==> config.mk <==
export PLATFORM = sky130hd
export DESIGN_NAME = pdm_mode_control
export DESIGN_NICKNAME = d
export VERILOG_FILES = /design/src/core/pdm_pkg.sv /design/src/core/pdm_mode_control.sv
export SDC_FILE = /design/constraint.sdc
export NUM_CORES = 1
export LEC_CHECK = 0
export BUFFER_PORTS_ARGS = -buffer_cell sky130_fd_sc_hd__buf_2
export CORE_MARGIN = 2
export CORE_UTILIZATION = 47
export DETAILED_ROUTE_END_ITERATION = 12
export GPL_TIMING_DRIVEN = 0
export PLACE_DENSITY_LB_ADDON = 0.2
export SYNTH_ARGS = -nofsm -noshare
export SYNTH_HDL_FRONTEND = slang
export SYNTH_SLANG_ARGS = --single-unit
==> constraint.sdc <==
create_clock -name mclk -period 6.7 [get_ports mclk]
set_clock_uncertainty 0.1 [all_clocks]
set_input_delay 1.005 -clock mclk [delete_from_list [all_inputs] [get_ports mclk]]
set_output_delay 1.005 -clock mclk [all_outputs]
set_load 0.005 [all_outputs]
==> src/core/pdm_pkg.sv <==
// constants, field layouts and carrier types of the pin-driver mode control
package pdm_pkg;

    localparam int CH_NUM  = 2;
    localparam int LVL_NUM = 10;
    localparam int LVL_W   = 14;

    // apb map: bit 6 of the byte address selects the channel
    localparam int         ADDR_W        = 8;
    localparam int         CH_SEL_BIT    = 6;
    localparam logic [5:0] OFF_CTRL      = 6'h00;
    localparam logic [5:0] OFF_CAL       = 6'h04;
    localparam logic [5:0] OFF_STAT      = 6'h08;
    localparam logic [5:0] OFF_LVL_FIRST = 6'h10;
    localparam logic [5:0] OFF_LVL_LAST  = 6'h34;

    // control register fields
    localparam int CTRL_LLEAK = 0;
    localparam int CTRL_TERM_MODE_SELECT = 1;
    localparam int CTRL_LOAD_DISABLE = 2;
    localparam int CTRL_LOAD_CAL_ENABLE = 3;
    localparam int CTRL_SLEW  = 4;
    localparam int CTRL_COMP_HYSTERESIS  = 8;

    // calibration register fields
    localparam int CAL_ORES   = 0;
    localparam int CAL_DROOP  = 4;
    localparam int CAL_CDROOP = 8;
    localparam int CAL_LONGTC = 12;
    localparam int CAL_SHRTTC = 16;

    // status register fields
    localparam int STAT_LEAK    = 0;
    localparam int STAT_LEAKPIN = 1;
    localparam int STAT_CLAMP   = 2;
    localparam int STAT_LOAD    = 3;
    localparam int STAT_CMPHI   = 4;
    localparam int STAT_CMPLO   = 5;

    // values after reset
    localparam logic [1:0]       SLEW_RST  = 2'h0;
    localparam logic [2:0]       COMP_HYSTERESIS_RST  = 3'h0;
    localparam logic [2:0]       DROOP_RST = 3'h0;
    localparam logic [3:0]       ORES_RST  = 4'h8;
    localparam logic [2:0]       TC_RST    = 3'h0;
    localparam logic [LVL_W-1:0] LVL_RST   = 14'h0000;

    typedef enum logic [1:0] {
        SRC_HIZ  = 2'b00,
        SRC_HIGH = 2'b01,
        SRC_LOW  = 2'b10,
        SRC_TERM = 2'b11
    } pdm_src_type;

    typedef struct packed {
        logic [2:0] compHysteresis;
        logic [1:0] slewSelect;
        logic       loadCalEnable;
        logic       loadDisable;
        logic       termModeSelect;
        logic       lowLeakSerialBit;
    } pdm_ctrl_type;

    typedef struct packed {
        logic [2:0] droopShortTc;
        logic [2:0] droopLongTc;
        logic [2:0] compDroopAmplitude;
        logic [2:0] droopAmplitude;
        logic [3:0] outResTrim;
    } pdm_cal_type;

    typedef struct packed {
        logic        lowLeak;
        pdm_src_type drvSource;
        logic        clampEnable;
        logic        loadEnable;
        logic [1:0]  slewSelect;
        logic [2:0]  compHysteresis;
        pdm_cal_type trim;
    } pdm_chan_out_type;

endpackage

==> src/core/pdm_mode_control.sv <==
// two-channel pin driver / comparator / load mode control with apb registers
`timescale 1ns/1ps
`default_nettype none

module pdm_mode_control
    import pdm_pkg::*;
(
    input  wire logic                                    mclk,
    input  wire logic                                    sys_rst,
    // apb slave
    input  wire logic [pdm_pkg::ADDR_W-1:0]              paddr,
    input  wire logic                                    psel,
    input  wire logic                                    penable,
    input  wire logic                                    pwrite,
    input  wire logic [31:0]                             pwdata,
    output logic [31:0]                                  prdata,
    output logic                                         pready,
    output logic                                         pslverr,
    // pins from outside the clock domain
    input  wire logic                                    resetPin_n,
    input  wire logic [pdm_pkg::CH_NUM-1:0]              lowLeakPin_n,
    input  wire logic [pdm_pkg::CH_NUM-1:0]              driveDataP,
    input  wire logic [pdm_pkg::CH_NUM-1:0]              driveData_n,
    input  wire logic [pdm_pkg::CH_NUM-1:0]              receiveCtlP,
    input  wire logic [pdm_pkg::CH_NUM-1:0]              receiveCtl_n,
    input  wire logic [pdm_pkg::CH_NUM-1:0]              pinAboveHigh,
    input  wire logic [pdm_pkg::CH_NUM-1:0]              pinAboveLow,
    // per-channel results
    output pdm_pkg::pdm_chan_out_type [pdm_pkg::CH_NUM-1:0] chanOut,
    output logic [pdm_pkg::CH_NUM-1:0][pdm_pkg::LVL_NUM-1:0][pdm_pkg::LVL_W-1:0]
                                                         levelCode,
    output logic [pdm_pkg::CH_NUM-1:0]                   highCompOutP,
    output logic [pdm_pkg::CH_NUM-1:0]                   highCompOut_n,
    output logic [pdm_pkg::CH_NUM-1:0]                   lowCompOutP,
    output logic [pdm_pkg::CH_NUM-1:0]                   lowCompOut_n
);

    import pdm_pkg::*;

    // synchronisers; first stage read only by the second
    logic                     rstPinMeta;
    logic                     rstPinSync;
    logic [CH_NUM-1:0]        leakPinMeta;
    logic [CH_NUM-1:0]        leakPinSync;
    logic [CH_NUM-1:0]        rcvPMeta;
    logic [CH_NUM-1:0]        rcvPSync;
    logic [CH_NUM-1:0]        rcvNMeta;
    logic [CH_NUM-1:0]        rcvNSync;
    logic [CH_NUM-1:0]        cmpHiMeta;
    logic [CH_NUM-1:0]        cmpHiSync;
    logic [CH_NUM-1:0]        cmpLoMeta;
    logic [CH_NUM-1:0]        cmpLoSync;

    logic                     pinRst;
    logic                     chSel;
    logic [5:0]               offset;
    logic                     isLevel;
    logic [3:0]               levelIdx;
    logic                     addrOk;
    logic                     wrEn;

    pdm_ctrl_type             ctrl [CH_NUM];
    pdm_cal_type              cal [CH_NUM];
    logic [LVL_W-1:0]         levels [CH_NUM][LVL_NUM];
    logic [31:0]              statWord [CH_NUM];

    always_ff @(posedge mclk) begin
        if (sys_rst) begin
            rstPinMeta <= 1'b1;
            rstPinSync <= 1'b1;
        end else begin
            rstPinMeta <= resetPin_n;
            rstPinSync <= rstPinMeta;
        end
    end

    always_ff @(posedge mclk) begin
        if (sys_rst) begin
            leakPinMeta <= '1;
            leakPinSync <= '1;
            rcvPMeta    <= '0;
            rcvPSync    <= '0;
            rcvNMeta    <= '1;
            rcvNSync    <= '1;
            cmpHiMeta   <= '0;
            cmpHiSync   <= '0;
            cmpLoMeta   <= '0;
            cmpLoSync   <= '0;
        end else begin
            leakPinMeta <= lowLeakPin_n;
            leakPinSync <= leakPinMeta;
            rcvPMeta    <= receiveCtlP;
            rcvPSync    <= rcvPMeta;
            rcvNMeta    <= receiveCtl_n;
            rcvNSync    <= rcvNMeta;
            cmpHiMeta   <= pinAboveHigh;
            cmpHiSync   <= cmpHiMeta;
            cmpLoMeta   <= pinAboveLow;
            cmpLoSync   <= cmpLoMeta;
        end
    end

    // reset pin clears control and level codes, never the calibration
    assign pinRst = ~rstPinSync;

    // address decode
    assign chSel    = paddr[CH_SEL_BIT];
    assign offset   = paddr[5:0];
    assign isLevel  = (offset >= OFF_LVL_FIRST) && (offset <= OFF_LVL_LAST)
                      && (offset[1:0] == 2'b00);
    assign levelIdx = 4'((offset - OFF_LVL_FIRST) >> 2);
    assign addrOk   = (paddr[ADDR_W-1] == 1'b0) &&
                      ((offset == OFF_CTRL) || (offset == OFF_CAL) ||
                       (offset == OFF_STAT) || isLevel);
    assign wrEn     = psel && penable && pwrite && addrOk;

    // zero-wait slave; unmapped addresses answer with an error
    assign pready  = 1'b1;
    assign pslverr = psel && penable && !addrOk;

    always_comb begin
        prdata = 32'h0000_0000;
        if (psel && !pwrite && addrOk) begin
            if (offset == OFF_CTRL) begin
                prdata[CTRL_LLEAK]      = ctrl[chSel].lowLeakSerialBit;
                prdata[CTRL_TERM_MODE_SELECT]      = ctrl[chSel].termModeSelect;
                prdata[CTRL_LOAD_DISABLE]      = ctrl[chSel].loadDisable;
                prdata[CTRL_LOAD_CAL_ENABLE]      = ctrl[chSel].loadCalEnable;
                prdata[CTRL_SLEW +: 2]  = ctrl[chSel].slewSelect;
                prdata[CTRL_COMP_HYSTERESIS +: 3]  = ctrl[chSel].compHysteresis;
            end else if (offset == OFF_CAL) begin
                prdata[CAL_ORES +: 4]   = cal[chSel].outResTrim;
                prdata[CAL_DROOP +: 3]  = cal[chSel].droopAmplitude;
                prdata[CAL_CDROOP +: 3] = cal[chSel].compDroopAmplitude;
                prdata[CAL_LONGTC +: 3] = cal[chSel].droopLongTc;
                prdata[CAL_SHRTTC +: 3] = cal[chSel].droopShortTc;
            end else if (offset == OFF_STAT) begin
                prdata = statWord[chSel];
            end else begin
                prdata[LVL_W-1:0] = levels[chSel][levelIdx];
            end
        end
    end

    for (genvar c = 0; c < CH_NUM; c++) begin : g_ch
        logic        wrCh;
        logic        leakNow;
        logic        leakSync;
        logic        dataHigh;
        logic        rcvOn;
        logic        rcvSync;
        pdm_src_type src;

        assign wrCh = wrEn && (chSel == 1'(c));

        // control register: power-up and reset pin both clear it
        always_ff @(posedge mclk) begin
            if (sys_rst || pinRst) begin
                ctrl[c].lowLeakSerialBit <= 1'b0;
                ctrl[c].termModeSelect   <= 1'b0;
                ctrl[c].loadDisable      <= 1'b0;
                ctrl[c].loadCalEnable    <= 1'b0;
                ctrl[c].slewSelect       <= SLEW_RST;
                ctrl[c].compHysteresis   <= COMP_HYSTERESIS_RST;
            end else if (wrCh && offset == OFF_CTRL) begin
                ctrl[c].lowLeakSerialBit <= pwdata[CTRL_LLEAK];
                ctrl[c].termModeSelect   <= pwdata[CTRL_TERM_MODE_SELECT];
                ctrl[c].loadDisable      <= pwdata[CTRL_LOAD_DISABLE];
                ctrl[c].loadCalEnable    <= pwdata[CTRL_LOAD_CAL_ENABLE];
                ctrl[c].slewSelect       <= pwdata[CTRL_SLEW +: 2];
                ctrl[c].compHysteresis   <= pwdata[CTRL_COMP_HYSTERESIS +: 3];
            end
        end

        // calibration register survives the reset pin
        always_ff @(posedge mclk) begin
            if (sys_rst) begin
                cal[c].outResTrim         <= ORES_RST;
                cal[c].droopAmplitude     <= DROOP_RST;
                cal[c].compDroopAmplitude <= DROOP_RST;
                cal[c].droopLongTc        <= TC_RST;
                cal[c].droopShortTc       <= TC_RST;
            end else if (wrCh && offset == OFF_CAL) begin
                cal[c].outResTrim         <= pwdata[CAL_ORES +: 4];
                cal[c].droopAmplitude     <= pwdata[CAL_DROOP +: 3];
                cal[c].compDroopAmplitude <= pwdata[CAL_CDROOP +: 3];
                cal[c].droopLongTc        <= pwdata[CAL_LONGTC +: 3];
                cal[c].droopShortTc       <= pwdata[CAL_SHRTTC +: 3];
            end
        end

        for (genvar l = 0; l < LVL_NUM; l++) begin : g_lvl
            always_ff @(posedge mclk) begin
                if (sys_rst || pinRst) begin
                    levels[c][l] <= LVL_RST;
                end else if (wrCh && isLevel && levelIdx == 4'(l)) begin
                    levels[c][l] <= pwdata[LVL_W-1:0];
                end
            end
            assign levelCode[c][l] = levels[c][l];
        end

        // the pin acts combinationally so a low level needs no clock edge;
        // the serial bit holds the channel regardless of everything else
        assign leakNow  = ~lowLeakPin_n[c] | ctrl[c].lowLeakSerialBit;
        assign leakSync = ~leakPinSync[c] | ctrl[c].lowLeakSerialBit;

        // differential pairs: asserted only while the pair is split high/low
        assign dataHigh = driveDataP[c] & ~driveData_n[c];
        assign rcvOn    = receiveCtlP[c] & ~receiveCtl_n[c];
        assign rcvSync  = rcvPSync[c] & ~rcvNSync[c];

        always_comb begin
            if (leakNow) begin
                src = SRC_HIZ;
            end else if (!rcvOn) begin
                src = dataHigh ? SRC_HIGH : SRC_LOW;
            end else if (ctrl[c].termModeSelect) begin
                src = SRC_TERM;
            end else begin
                src = SRC_HIZ;
            end
        end

        assign chanOut[c].lowLeak        = leakNow;
        assign chanOut[c].drvSource      = src;
        assign chanOut[c].clampEnable    = (src == SRC_HIZ) && !leakNow;
        // load-disable wins over load-cal; cal ignores the driver state
        assign chanOut[c].loadEnable     = !leakNow && !ctrl[c].loadDisable &&
                                           ((rcvOn && !ctrl[c].termModeSelect) ||
                                            ctrl[c].loadCalEnable);
        assign chanOut[c].slewSelect     = ctrl[c].slewSelect;
        assign chanOut[c].compHysteresis = ctrl[c].compHysteresis;
        assign chanOut[c].trim           = cal[c];

        // window comparator flags, synchronised and registered
        always_ff @(posedge mclk) begin
            if (sys_rst) begin
                highCompOutP[c]  <= 1'b0;
                highCompOut_n[c] <= 1'b1;
                lowCompOutP[c]   <= 1'b0;
                lowCompOut_n[c]  <= 1'b1;
            end else begin
                highCompOutP[c]  <= cmpHiSync[c];
                highCompOut_n[c] <= ~cmpHiSync[c];
                lowCompOutP[c]   <= cmpLoSync[c];
                lowCompOut_n[c]  <= ~cmpLoSync[c];
            end
        end

        // status uses only synchronised copies so software never sees
        // a metastable bit
        always_comb begin
            statWord[c]               = 32'h0000_0000;
            statWord[c][STAT_LEAK]    = leakSync;
            statWord[c][STAT_LEAKPIN] = ~leakPinSync[c];
            statWord[c][STAT_CLAMP]   = !leakSync && rcvSync &&
                                        !ctrl[c].termModeSelect;
            statWord[c][STAT_LOAD]    = !leakSync && !ctrl[c].loadDisable &&
                                        ((rcvSync && !ctrl[c].termModeSelect) ||
                                         ctrl[c].loadCalEnable);
            statWord[c][STAT_CMPHI]   = highCompOutP[c];
            statWord[c][STAT_CMPLO]   = lowCompOutP[c];
        end
    end

endmodule // pdm_mode_control

`default_nettype wire

* Word level (Yosys, flattened, before mapping)
Memories as Yosys holds them, arrays and structs flattened.
Cells that the tools add are included.
** Word-level totals
- Output and inout bits :: 374
- Flip-flop bits (word level) :: 30
- Memories kept :: 3
- Bits in writable memories :: 330
** Cells by class
- Bitwise gates (word level) :: 71
- Eq/ne operators :: 11
- Muxes and demuxes :: 147
- Add/sub/neg operators :: 1
- Magnitude comparators :: 4
- Reductions and logical operators :: 78
** Memory list
- levels :: depth 2, width 140, read ports 3, clocked after Yosys merged registers in 0, wr ports 2, line pdm_mode_control.sv:64 : logic [LVL_W-1:0] levels [CH_NUM][LVL_NUM];
- cal :: depth 2, width 16, read ports 3, clocked after Yosys merged registers in 0, wr ports 2, line pdm_mode_control.sv:63 : pdm_cal_type cal [CH_NUM];
- ctrl :: depth 2, width 9, read ports 3, clocked after Yosys merged registers in 0, wr ports 2, line pdm_mode_control.sv:62 : pdm_ctrl_type ctrl [CH_NUM];
** Operators with widths (number)
- $mux 14 :: 23
- $mux 32 :: 3
- $mux 1 :: 87
- $bmux 14 s4 :: 1
- $logic_and 1x1->1 :: 55
- $or 1x1->1 :: 46
- $mux 3 :: 14
- $mux 2 :: 11
- $mux 21 :: 1
- $mux 18 :: 1
- $not 1->1 :: 17
- $eq 4x3->1 const B :: 4
- $mux 13 :: 1
- $mux 6 :: 2
- $logic_not 1->1 :: 10
- $eq 4x2->1 const B :: 2
- $eq 4x4->1 const B :: 2
- $logic_or 1x1->1 :: 8
- $mux 4 :: 2
- $mux 7 :: 1
- $and 1x1->1 :: 6
- $eq 6x3->1 const B :: 1
- $eq 6x4->1 const B :: 1
- $ge 6x5->1 const B :: 1
- 10 further kinds :: 12

* Longest topological paths before layout
Gate-level depths: netlist of run 1.
- Depth after elaboration :: 13
- Gate-level depth with buffers :: 10
- Mapped depth without buffers :: 7

* Worst setup path before layout of run 1
No wires, ideal clock.
- Kind :: input to output
- From :: in paddr[4] (netlist bit)
- To :: out prdata[10]
- Data required time :: 5.595 ns
- Setup slack :: 2.626 ns
- Stages :: 8
- Arrival :: 2.969 ns
- Cells stage by stage :: buf_4 -> inv_1 -> clkbuf_1 -> ha_1 -> nor3b_4 -> a21boi_0 -> a21oi_1 -> a221oi_1
** On the way
- Word-level cells in the longest chain between the ends :: 9
- Elaborated cells between the ends (all ways) :: 21
- Classes of those cells :: 1 x add/sub; 2 x order compare; 2 x eq/ne; 7 x mux; 1 x bitwise; 8 x reduce/logical
** Ends and longest elaborated chain
- start, declared :: line pdm_mode_control.sv:11 : input wire logic [pdm_pkg::ADDR_W-1:0] paddr,
- $sub 6x5->6 :: line pdm_mode_control.sv:111 : assign levelIdx = 4'((offset - OFF_LVL_FIRST) >> 2);
- $not 4->5 (implied by the code) :: line pdm_mode_control.sv:140 : prdata[LVL_W-1:0] = levels[chSel][levelIdx];
- $bmux 14 s4 :: line pdm_mode_control.sv:140
- $mux 14 (implied by the code) (2 in series) :: line pdm_mode_control.sv:140
- $mux 14 :: line pdm_mode_control.sv:137 : end else if (offset == OFF_STAT) begin
- $mux 3 :: line pdm_mode_control.sv:131 : end else if (offset == OFF_CAL) begin
- $mux 3 :: line pdm_mode_control.sv:124 : if (offset == OFF_CTRL) begin
- $mux 32 * :: line pdm_mode_control.sv:123 : if (psel && !pwrite && addrOk) begin
- end, declared :: line pdm_mode_control.sv:16 : output logic [31:0] prdata,
Mark *: on every way between the ends. The rest lies on a longest branch, timed or not. The select of a mux whose other input is x is not followed.

* Worst setup path in the final report of run 1
- From :: in paddr[4] (netlist bit)
- To :: out prdata[3]
** On the way
- Word-level cells in the longest chain between the ends :: 9
- Elaborated cells between the ends (all ways) :: 21
- Classes of those cells :: 1 x add/sub; 2 x order compare; 2 x eq/ne; 7 x mux; 1 x bitwise; 8 x reduce/logical
** Ends and longest elaborated chain (line)
- $sub 6x5->6 :: pdm_mode_control.sv:111
- $not 4->5 (implied by the code) :: pdm_mode_control.sv:140
- $bmux 14 s4 :: pdm_mode_control.sv:140
- $mux 14 (implied by the code) (2 in series) :: pdm_mode_control.sv:140
- $mux 14 :: pdm_mode_control.sv:137
- $mux 7 :: pdm_mode_control.sv:131
- $mux 6 :: pdm_mode_control.sv:124
- $mux 32 * :: pdm_mode_control.sv:123
Marked as above.

==> run metrics, run 1 <==
Tightest Pin Transition approximately 1.3 ns; run status completed; largest net degree at the start of global routing 17; Tot Pwr between 5000 and 6000 µW; Final Cycle Share 91.3%; WP data required 5.59 ns; top-area cell type share of the netlist area between 50% and 60%; Reg with most FFs levels; Slowest-stage cell, CP a2111oi_0; final setup vio count 0; r2r startpoint rstPinSync; Synth warnings 0; LEAKAGE ~0.0089 µW; Synth top cells by count 330 x and2_1, 330 x edfxtp_1, 72 x mux2i_1, 39 x clkbuf_1, 37 x buf_4; CP Cell Sequence buf_2 -> buf_4 -> inv_1 -> clkbuf_1 -> ha_1 -> nor3b_4 -> nand2_1 -> a2111oi_0 -> a31oi_1 -> a21oi_1 -> buf_2; Hold Crit Class flip-flop to flip-flop; Max Slew Vio Count 0; GRT Total Usage about a third; Yosys top cell by area edfxtp_1; fmax 0.164 GHz; Post-synth ARST share 0%; CP startpoint kind input pin; post-detail-place hpwl 49.5 mm; total via count in the routed design 13.2k; core area approximately 0.036 mm²; post-layout worst setup margin 0.584 ns; clock sink total between 300 and 400; Initial Util a little under half; final hold violation count 0; most frequent CP cell buf_2; setup slack after placement 0.909 ns; CTS Buffer Depth 3; FF-to-FF setup slack 4.19 ns; CP max FO 12; CTS buffer count 40; Unique masters post-synth 64; biggest regs levels x280, cal x32, ctrl x18; # IOs 434; Worst Path Arrival 5.01 ns; post_cts resized 0; vias in the first global route 12.7k; critical path class input pin to output pin; beginning of the worst hold path cmpLoSync[0]; CP endpoint kind output pin; Via density around 6; RD Place Congestion about 0.96; Die Y between 150 and 200 µm; max reg flops 280; fin nets roughly 1.8k; Seq/Total Area, Yosys 61.4%; CTS H-Tree Depth 2; pwr/cell area around 250 mW/mm²; Max-slew headroom 8.32%; CTS tree done; Cell Area, Synth 0.0171 mm²; reg-to-reg endpoint levels[1][117]; Initial DRC Count about 1.6k; RSZ-0062 raised after global routing false; die area 0.0380 mm²; first-pass GRT wire length 91.3 mm; Routed Wire Length 66.7 mm; CTS root buf clkbuf_16; number of remaining DRC errors 0; Rows 69; Yosys reg bits 360; maximum vdd drop about 0.00018 V; clock insertion delay at the later pin of the skew report 0.54 ns; Max Cap Viol 0; TritonRoute pass-1 iters 5; Final ANT Viol Nets 0; leading register cell type out of synthesis edfxtp_1; R2R cell count 4; Post-Syn Instances 1256; layout cells sized above 1 36.9%; initial antenna violation count 7; clk slew on worst S/H paths 0.05 ns; number of port buffers 401; largest cells by area after synthesis edfxtp_1 58%, and2_1 12%, mux4_2 4.3%; worst hold endpoint lowCompOut_n[0]; layout overhead on the synthesized area 24.1%; Area after DPL approximately 0.02 mm²; hold buffers post-CTS 0; post-CTS setup buffers 0; Overflow after GRT 0; DR WL/cell 30.0 µm; minimum clock period 6.12 ns; setup TNS 0 ns; max incr delay on CP ~1.1 ns; average cell area after synthesis 13.6 µm²; Die X 195 µm; EDFF count, synth 330; post-route cell area between 0.02 and 0.025 mm²; Min-Delay Path Depth 1
-- critical path, delay by kind of cell --
kind                     cells  cell delay [ns]
AO/OA/AOI/OAI                3             1.73
adder cells (fa/ha/maj)      1             0.30
buffers and inverters        5             1.31
AND/OR/NAND/NOR              2             0.66
-- cell type report --
class | count | area (µm²)
clock buffer | 50 | 1080
antenna | 8 | 20.0
fill | 2938 | 14500
sequential | 360 | 10500
buffer | 120 | 701
clock inverter | 24 | 199
tap | 461 | 577
inverter | 11 | 41.3
multi-input combinational | 778 | 5990
timing repair buffer | 411 | 2130
-- through the flow --
stage / hold slack (ns) / util [%] / instances
after global routing: 0.321 / 59.4 / 2218
after floorplan: 0.277 / - / 1269
final: 0.308 / 59.5 / 2223
after detailed placement: 0.291 / 55.8 / 2141
after CTS: 0.304 / 59.4 / 2215
after global placement: 0.278 / 55.3 / 2131
-- worst max path at each step --
| stage | from | to | slack (ns) | cells after the start |
|---|---|---|---|---|
| finish | paddr[4] | prdata[3] | 0.58 | 11 |
| global route | paddr[4] | prdata[3] | 0.67 | 11 |
| CTS | paddr[4] | prdata[3] | 0.91 | 11 |
| detailed placement | paddr[4] | prdata[3] | 0.91 | 11 |
| global placement | paddr[4] | levels[1][40] | 0.93 | 8 |
| floorplan | paddr[4] | prdata[10] | 2.63 | 8 |
-- cells in the final DEF, fill, tap and decap left out, types with 8 or more instances in the layout --
master     synthesis  routed
or2_2             11      11
nor2_1            27      27
a21oi_1           32      32
nor2b_1           17      17
o21ai_2            0      17
edfxtp_1         330     330
conb_1             2      15
buf_6              7      10
buf_2             32     433
o221ai_1          16      16
clkinv_1           1      13
nor2_4            20      20
clkbuf_1          39      47
nand2_1           35      35
mux2i_1           72      72
o21ai_0           34      12
mux4_2            33      33
nor3_1             9       9
a221oi_1          16      16
diode_2            0       8
nand2b_1          12      12
buf_4             37      39
and2_1           330     330
clkbuf_16          0      42
inv_1             10      10
dfxtp_1           30      30
-- routing by layer --
metal  wire [µm]  track usage, %  vias to the layer above
li1            -               -                     5503
met1       25500            45.4                     6537
met2       29900            53.1                      946
met3        7680            8.88                      169
met4        3640            16.8                        4
met5          24               0                        -
-- power by group --
| group | total, µW | internal [µW] | switching, µW |
|---|---|---|---|
| logic | 565 | 204 | 361 |
| registers | 2640 | 2560 | 74.5 |
| clock network | 2170 | 1260 | 908 |
| total | 5370 | 4030 | 1340 |
-- cells by family after synthesis --
family	count (synthesis)	synth area share [%]
other	2	0.0439
AO/OA/AOI/OAI	151	6.20
adder cells (fa/ha/maj)	5	0.365
AND/OR/NAND/NOR	497	18.4
buffers and inverters	131	4.33
flip-flops	360	61.4
multiplexers	110	9.23
No activity file was read; power rests on OpenSTA's default activity.
==> inputs of run 2 (changes only) <==
- CELL_PAD_IN_SITES_DETAIL_PLACEMENT: not set -> 2
- CELL_PAD_IN_SITES_GLOBAL_PLACEMENT: not set -> 2
- CORE_UTILIZATION: 47 -> 39
==> run metrics, run 2 (synthesized netlist as in run 1, its figures left out) <==
# IOs 434 (unchanged); maximum vdd drop 0.000148 V (-18%); TritonRoute pass-1 iters 5 (unchanged); CP startpoint kind input pin; total via count in the routed design 13.6k (+3.4%); FF-to-FF setup slack 4.25 ns (+0.06 ns); CP endpoint kind output pin; Overflow after GRT 0 (unchanged); Tightest Pin Transition 1.35 ns (+0.0132 ns); RSZ-0062 raised after global routing false; CP max FO 12 (unchanged); post-route cell area 0.0214 mm² (+0.92%); post-detail-place hpwl 60.2 mm (+22%); Routed Wire Length 80.4 mm (+21%); beginning of the worst hold path cmpLoSync[1]; Worst Path Arrival 5.08 ns (+0.07 ns); final hold violation count 0 (unchanged); clock insertion delay at the later pin of the skew report 0.57 ns (+0.03 ns); Final Cycle Share 92.4% (+1.1 points); RD Place Congestion 0.918 (-4.6%); Max Cap Viol 0 (unchanged); layout overhead on the synthesized area 25.3%; hold buffers post-CTS 0 (unchanged); most frequent CP cell buf_2; fill cell count 4317 (+47%); first-pass GRT wire length 109 mm (+19%); Min-Delay Path Depth 1 (unchanged); initial antenna violation count 12 (+5); post-layout worst setup margin 0.511 ns (-0.0735 ns); run status completed; clock sink total 360 (unchanged); hold_ws 0.311 ns (+0.00283 ns); Rows 76 (+10%); r2r startpoint rstPinSync; Hold Crit Class flip-flop to flip-flop; Final ANT Viol Nets 0 (unchanged); CTS tree done; biggest regs levels x280, cal x32, ctrl x18; Initial Util 39.7% (-8.2 points); reg-to-reg endpoint levels[1][38]; commonest non-fill, non-tap cell in the layout buf_2; most frequent cells in the layout 433 x buf_2, 330 x and2_1, 330 x edfxtp_1; largest net degree at the start of global routing 17 (unchanged); Slowest-stage cell, CP a2111oi_0; Initial DRC Count 1585 (-0.63%); post-CTS setup buffers 0 (unchanged); pwr/cell area 252 mW/mm² (-0.15%); CTS H-Tree Depth 2 (unchanged); Die X 214 µm (+9.6%); setup slack after placement 0.828 ns (-0.0813 ns); clk slew on worst S/H paths 0.06 ns (about the same); Max-slew headroom 7.42% (-0.90 points); Reg with most FFs levels; setup TNS 0 ns (unchanged); Max Slew Vio Count 0 (unchanged); vias in the first global route 14.1k (+11%); post_cts resized 0 (unchanged); DR WL/cell 34.2 µm (+14%); CTS buffer count 41 (+2.5%); R2R cell count 4 (unchanged); fin nets 1791 (+0.22%); WP data required 5.59 ns (about the same); Area after DPL 0.0202 mm² (+1.2%); worst hold endpoint lowCompOut_n[1]; max reg flops 280 (unchanged); fmax 0.162 GHz (-1.2%); Via density 5.79 (-2.2%); number of remaining DRC errors 0 (unchanged); crit-path leading delay family compound AO/OA/AOI/OAI gates; final setup vio count 0 (unchanged); CP Cell Sequence buf_2 -> buf_4 -> inv_1 -> clkbuf_1 -> ha_1 -> nor3b_4 -> nand2_1 -> a2111oi_0 -> a31oi_1 -> a21oi_1 -> buf_2; max incr delay on CP 1.15 ns (about the same); die area 0.0456 mm² (+20%); LEAKAGE 0.00894 µW (+0.37%); CTS Buffer Depth 3 (unchanged); Die Y 214 µm (+9.6%); critical path class input pin to output pin; number of port buffers 401 (unchanged); CTS root buf clkbuf_16; fin util 49.7% (-9.8 points); core area 0.0432 mm² (+21%); minimum clock period 6.19 ns (+0.0735 ns); CP bufs+invs 5 (unchanged); GRT Total Usage 35.0% (+0.63 points); layout cells sized above 1 37.2% (+0.35 points)
## run 2: worst max-delay path by stage
| stage | from | endpoint | slack (ns) | depth (start not counted) |
|---|---|---|---|---|
| 6_report | paddr[4] | prdata[3] | 0.51 | 11 |
| 5_1_grt | paddr[4] | prdata[3] | 0.64 | 11 |
| 4_1_cts | paddr[4] | prdata[3] | 0.83 | 11 |
| 3_5_place_dp | paddr[4] | prdata[3] | 0.83 | 11 |
| 3_3_place_gp | paddr[4] | levels[0][89] | 0.59 | 8 |
| 2_1_floorplan | paddr[4] | prdata[10] | 2.63 | 8 |
## run 2: metrics by stage
stage                     instances  power, µW
after floorplan                1269       2910
after global routing           2348       5520
final                          2351       5410
after detailed placement       2268       3280
after CTS                      2344       5400
after global placement         2255       3240
## run 2: area by class of cell
| class | count | area [µm²] | share of cell area [%] |
|---|---|---|---|
| antenna | 7 | 17.5 | 0.0817 |
| buffer | 120 | 701 | 3.27 |
| clock buffer | 56 | 1140 | 5.34 |
| clock inverter | 20 | 95.1 | 0.443 |
| inverter | 11 | 41.3 | 0.193 |
| multi-input combinational | 778 | 6000 | 28.0 |
| sequential | 360 | 10500 | 49.0 |
| tap | 585 | 732 | 3.41 |
| timing repair buffer | 414 | 2200 | 10.3 |
## run 2: worst register-to-register path: stages (launching register included)
cell,delay (ns)
dfxtp_1,0.32
nor2b_1,0.42
clkbuf_1,0.68
o21ai_2,0.40
buf_8,0.27
## run 2: metal layers
| layer | GRT usage (%) | wire length, µm |
|---|---|---|
| met1 | 46.1 | 32000 |
| met2 | 55.3 | 37600 |
| met3 | 6.39 | 6460 |
| met4 | 18.6 | 4280 |
| met5 | 0 | 11 |
## run 2: report_power, final
part / internal, µW / switching [µW]
registers: 2560 / 83.9
clock network: 1200 / 966
logic: 209 / 393
total: 3970 / 1440
==> inputs of run 3 (changes only) <==
- BUFFER_PORTS_ARGS: -buffer_cell sky130_fd_sc_hd__buf_2 -> -buffer_cell sky130_fd_sc_hd__clkbuf_2
- CORE_UTILIZATION: 39 -> 32
- CTS_CLUSTER_SIZE: not set -> 40
- clock period: 6.7 -> 5.6 ns (I/O delays scaled with it)
==> run metrics, run 3 (synthesized netlist as in run 1, its figures left out) <==
run status completed; biggest regs levels x280, cal x32, ctrl x18; critical path class input pin to output pin; Rows 84 (+11%); fin nets 1797 (+0.34%); # IOs 434 (unchanged); vias in the first global route 13.8k (-2.0%); R2R cell count 4 (unchanged); final hold violation count 0 (unchanged); Die X 235 µm (+10%); WP data required 4.66 ns (-0.93 ns); commonest non-fill, non-tap cell in the layout clkbuf_2; clock sink total 360 (unchanged); first-pass GRT wire length 112 mm (+2.9%); Seq pwr share 48.4% (-0.5 points); Initial DRC Count 1146 (-28%); fmax between 0.15 and 0.2 GHz; Clk pwr share 40.4% (+0.4 points); maximum vdd drop 0.000204 V (+37%); Final ANT Viol Nets 0 (unchanged); LEAKAGE 0.00893 µW (about the same); DR WL/cell 33.5 µm (-1.9%); worst hold endpoint highCompOut_n[0]; Max Slew Vio Count 0 (unchanged); Max Cap Viol 0 (unchanged); fin util 41.1% (-8.6 points); Layout Cells excl Fill 2456 (+4.5%); pwr/cell area 302 mW/mm² (+20%); Routed Wire Length 82.4 mm (+2.5%); initial antenna violation count 7 (-5); CTS H-Tree Depth 2 (unchanged); CP max FO 12 (unchanged); Switch Pwr 1750 µW (+21%); cell total after placement 2375 (+4.7%); CP startpoint kind input pin; post-detail-place hpwl 62.3 mm (+3.5%); final setup vio count 0 (unchanged); layout overhead on the synthesized area 26.6%; largest net degree at the start of global routing 17 (unchanged); Max-slew headroom 18.0% (+11 points); setup TNS 0 ns (unchanged); Worst Path Arrival 4.50 ns (-0.58 ns); CP endpoint kind output pin; Tot Pwr 6540 µW (+21%); GRT Total Usage 29.2% (-5.8 points); reg-to-reg endpoint levels[0][91]; post-route cell area 0.0217 mm² (+1.1%); Min-Delay Path Depth 1 (unchanged); RSZ-0062 raised after global routing false; die area 0.0554 mm² (+21%); Combinational Power Share 11.2% (about the same); layout cells sized above 1 37.4% (+0.12 points); cell internal pwr 4800 µW (+21%); core area 0.0528 mm² (+22%); Tightest Pin Transition 1.23 ns (-0.123 ns); clock insertion delay at the later pin of the skew report 0.58 ns (about the same); RD Place Congestion 0.882 (-4.0%); CTS Buffer Depth 3 (unchanged); number of port buffers 401 (unchanged); max reg flops 280 (unchanged); Final Cycle Share 97.1%; Hold Crit Class flip-flop to flip-flop; Initial Util 32.5% (-7.2 points); CTS buffer count 43 (+4.9%); Via density 5.43 (-6.3%); Overflow after GRT 0 (unchanged); total via count in the routed design 13.3k (-2.1%); r2r startpoint rstPinSync; beginning of the worst hold path cmpHiSync[0]; post-CTS setup buffers 0 (unchanged); most frequent cells in the layout 403 x clkbuf_2, 330 x and2_1, 330 x edfxtp_1; Area after DPL 0.0204 mm² (+0.94%); minimum clock period 5.44 ns; Reg with most FFs levels; CTS root buf clkbuf_16; CTS tree done; Die Y 235 µm (+10%); clk slew on worst S/H paths 0.06 ns (about the same); FF-to-FF setup slack 3.06 ns (-1.19 ns); number of remaining DRC errors 0 (unchanged); TritonRoute pass-1 iters 5 (unchanged); sw frac 26.7% (about the same)
-- run 3: cell count changes in the layout (fill, tap and decap cells not counted), sizes merged --
cell,delta
clkbuf,+401
buf,-397
diode,-3
clkdlybuf4s15,+1
-- run 3: critical path, cell delays in order --
cell	delay (ns)
clkbuf_2	0.12
buf_4	0.22
inv_1	0.14
clkdlybuf4s15_1	0.61
ha_1	0.77
clkinvlp_4	0.44
nor2_2	0.40
o211ai_1	0.37
a221oi_1	0.38
clkbuf_2	0.19
-- run 3: layout make-up --
cell class                 count  area [µm²]
fill                        5474       31100
sequential                   360       10500
multi-input combinational    778        6010
timing repair buffer         418        2260
clock buffer                  57        1180
tap                          688         861
buffer                       120         707
clock inverter                20         100
inverter                      11        45.0
antenna                        4        10.0
-- run 3: power groups by stage --
stage	Sequential [µW]	Combinational (µW)	Clock [µW]
after floorplan	3190	289	0
after global placement	3230	683	0
after detailed placement	3220	726	0
after CTS	3170	729	2660
after global routing	3180	762	2750
final	3170	732	2640
-- run 3: per-layer routing --
layer	vias up	GRT usage [%]	part of all wire, %
met1	7003	38.2	41
met5	-	0	0.016
li1	5503	-	-
met3	121	5.65	7.7
met2	695	48.1	48
met4	2	11.0	3.7
-- run 3: what timing repair did --
item | 4_1_cts | 5_1_grt
gates resized for setup | 0 | 5
hold buffers | 0 | 0
hold endpoints to repair | 0 | 0
endpoints found under the setup margin | 0 | 4
-- run 3: stage by stage --
step	hold WS [ns]	worst slack [ns]
4_1_cts	0.299	0.0636
3_5_place_dp	0.291	0.0533
6_report	0.297	0.164
3_3_place_gp	0.280	-0.528
2_1_floorplan	0.277	1.84
5_1_grt	0.321	0.0681
-- run 3: worst max path at each step --
stage,start,end,slack (ns),depth (start not counted)
2_1_floorplan,paddr[4],levels[1][28],1.84,7
3_3_place_gp,paddr[4],levels[0][92],-0.53,8
3_5_place_dp,paddr[4],prdata[3],0.05,11
4_1_cts,paddr[4],prdata[3],0.06,11
5_1_grt,paddr[4],prdata[3],0.07,11
6_report,paddr[4],prdata[9],0.16,10
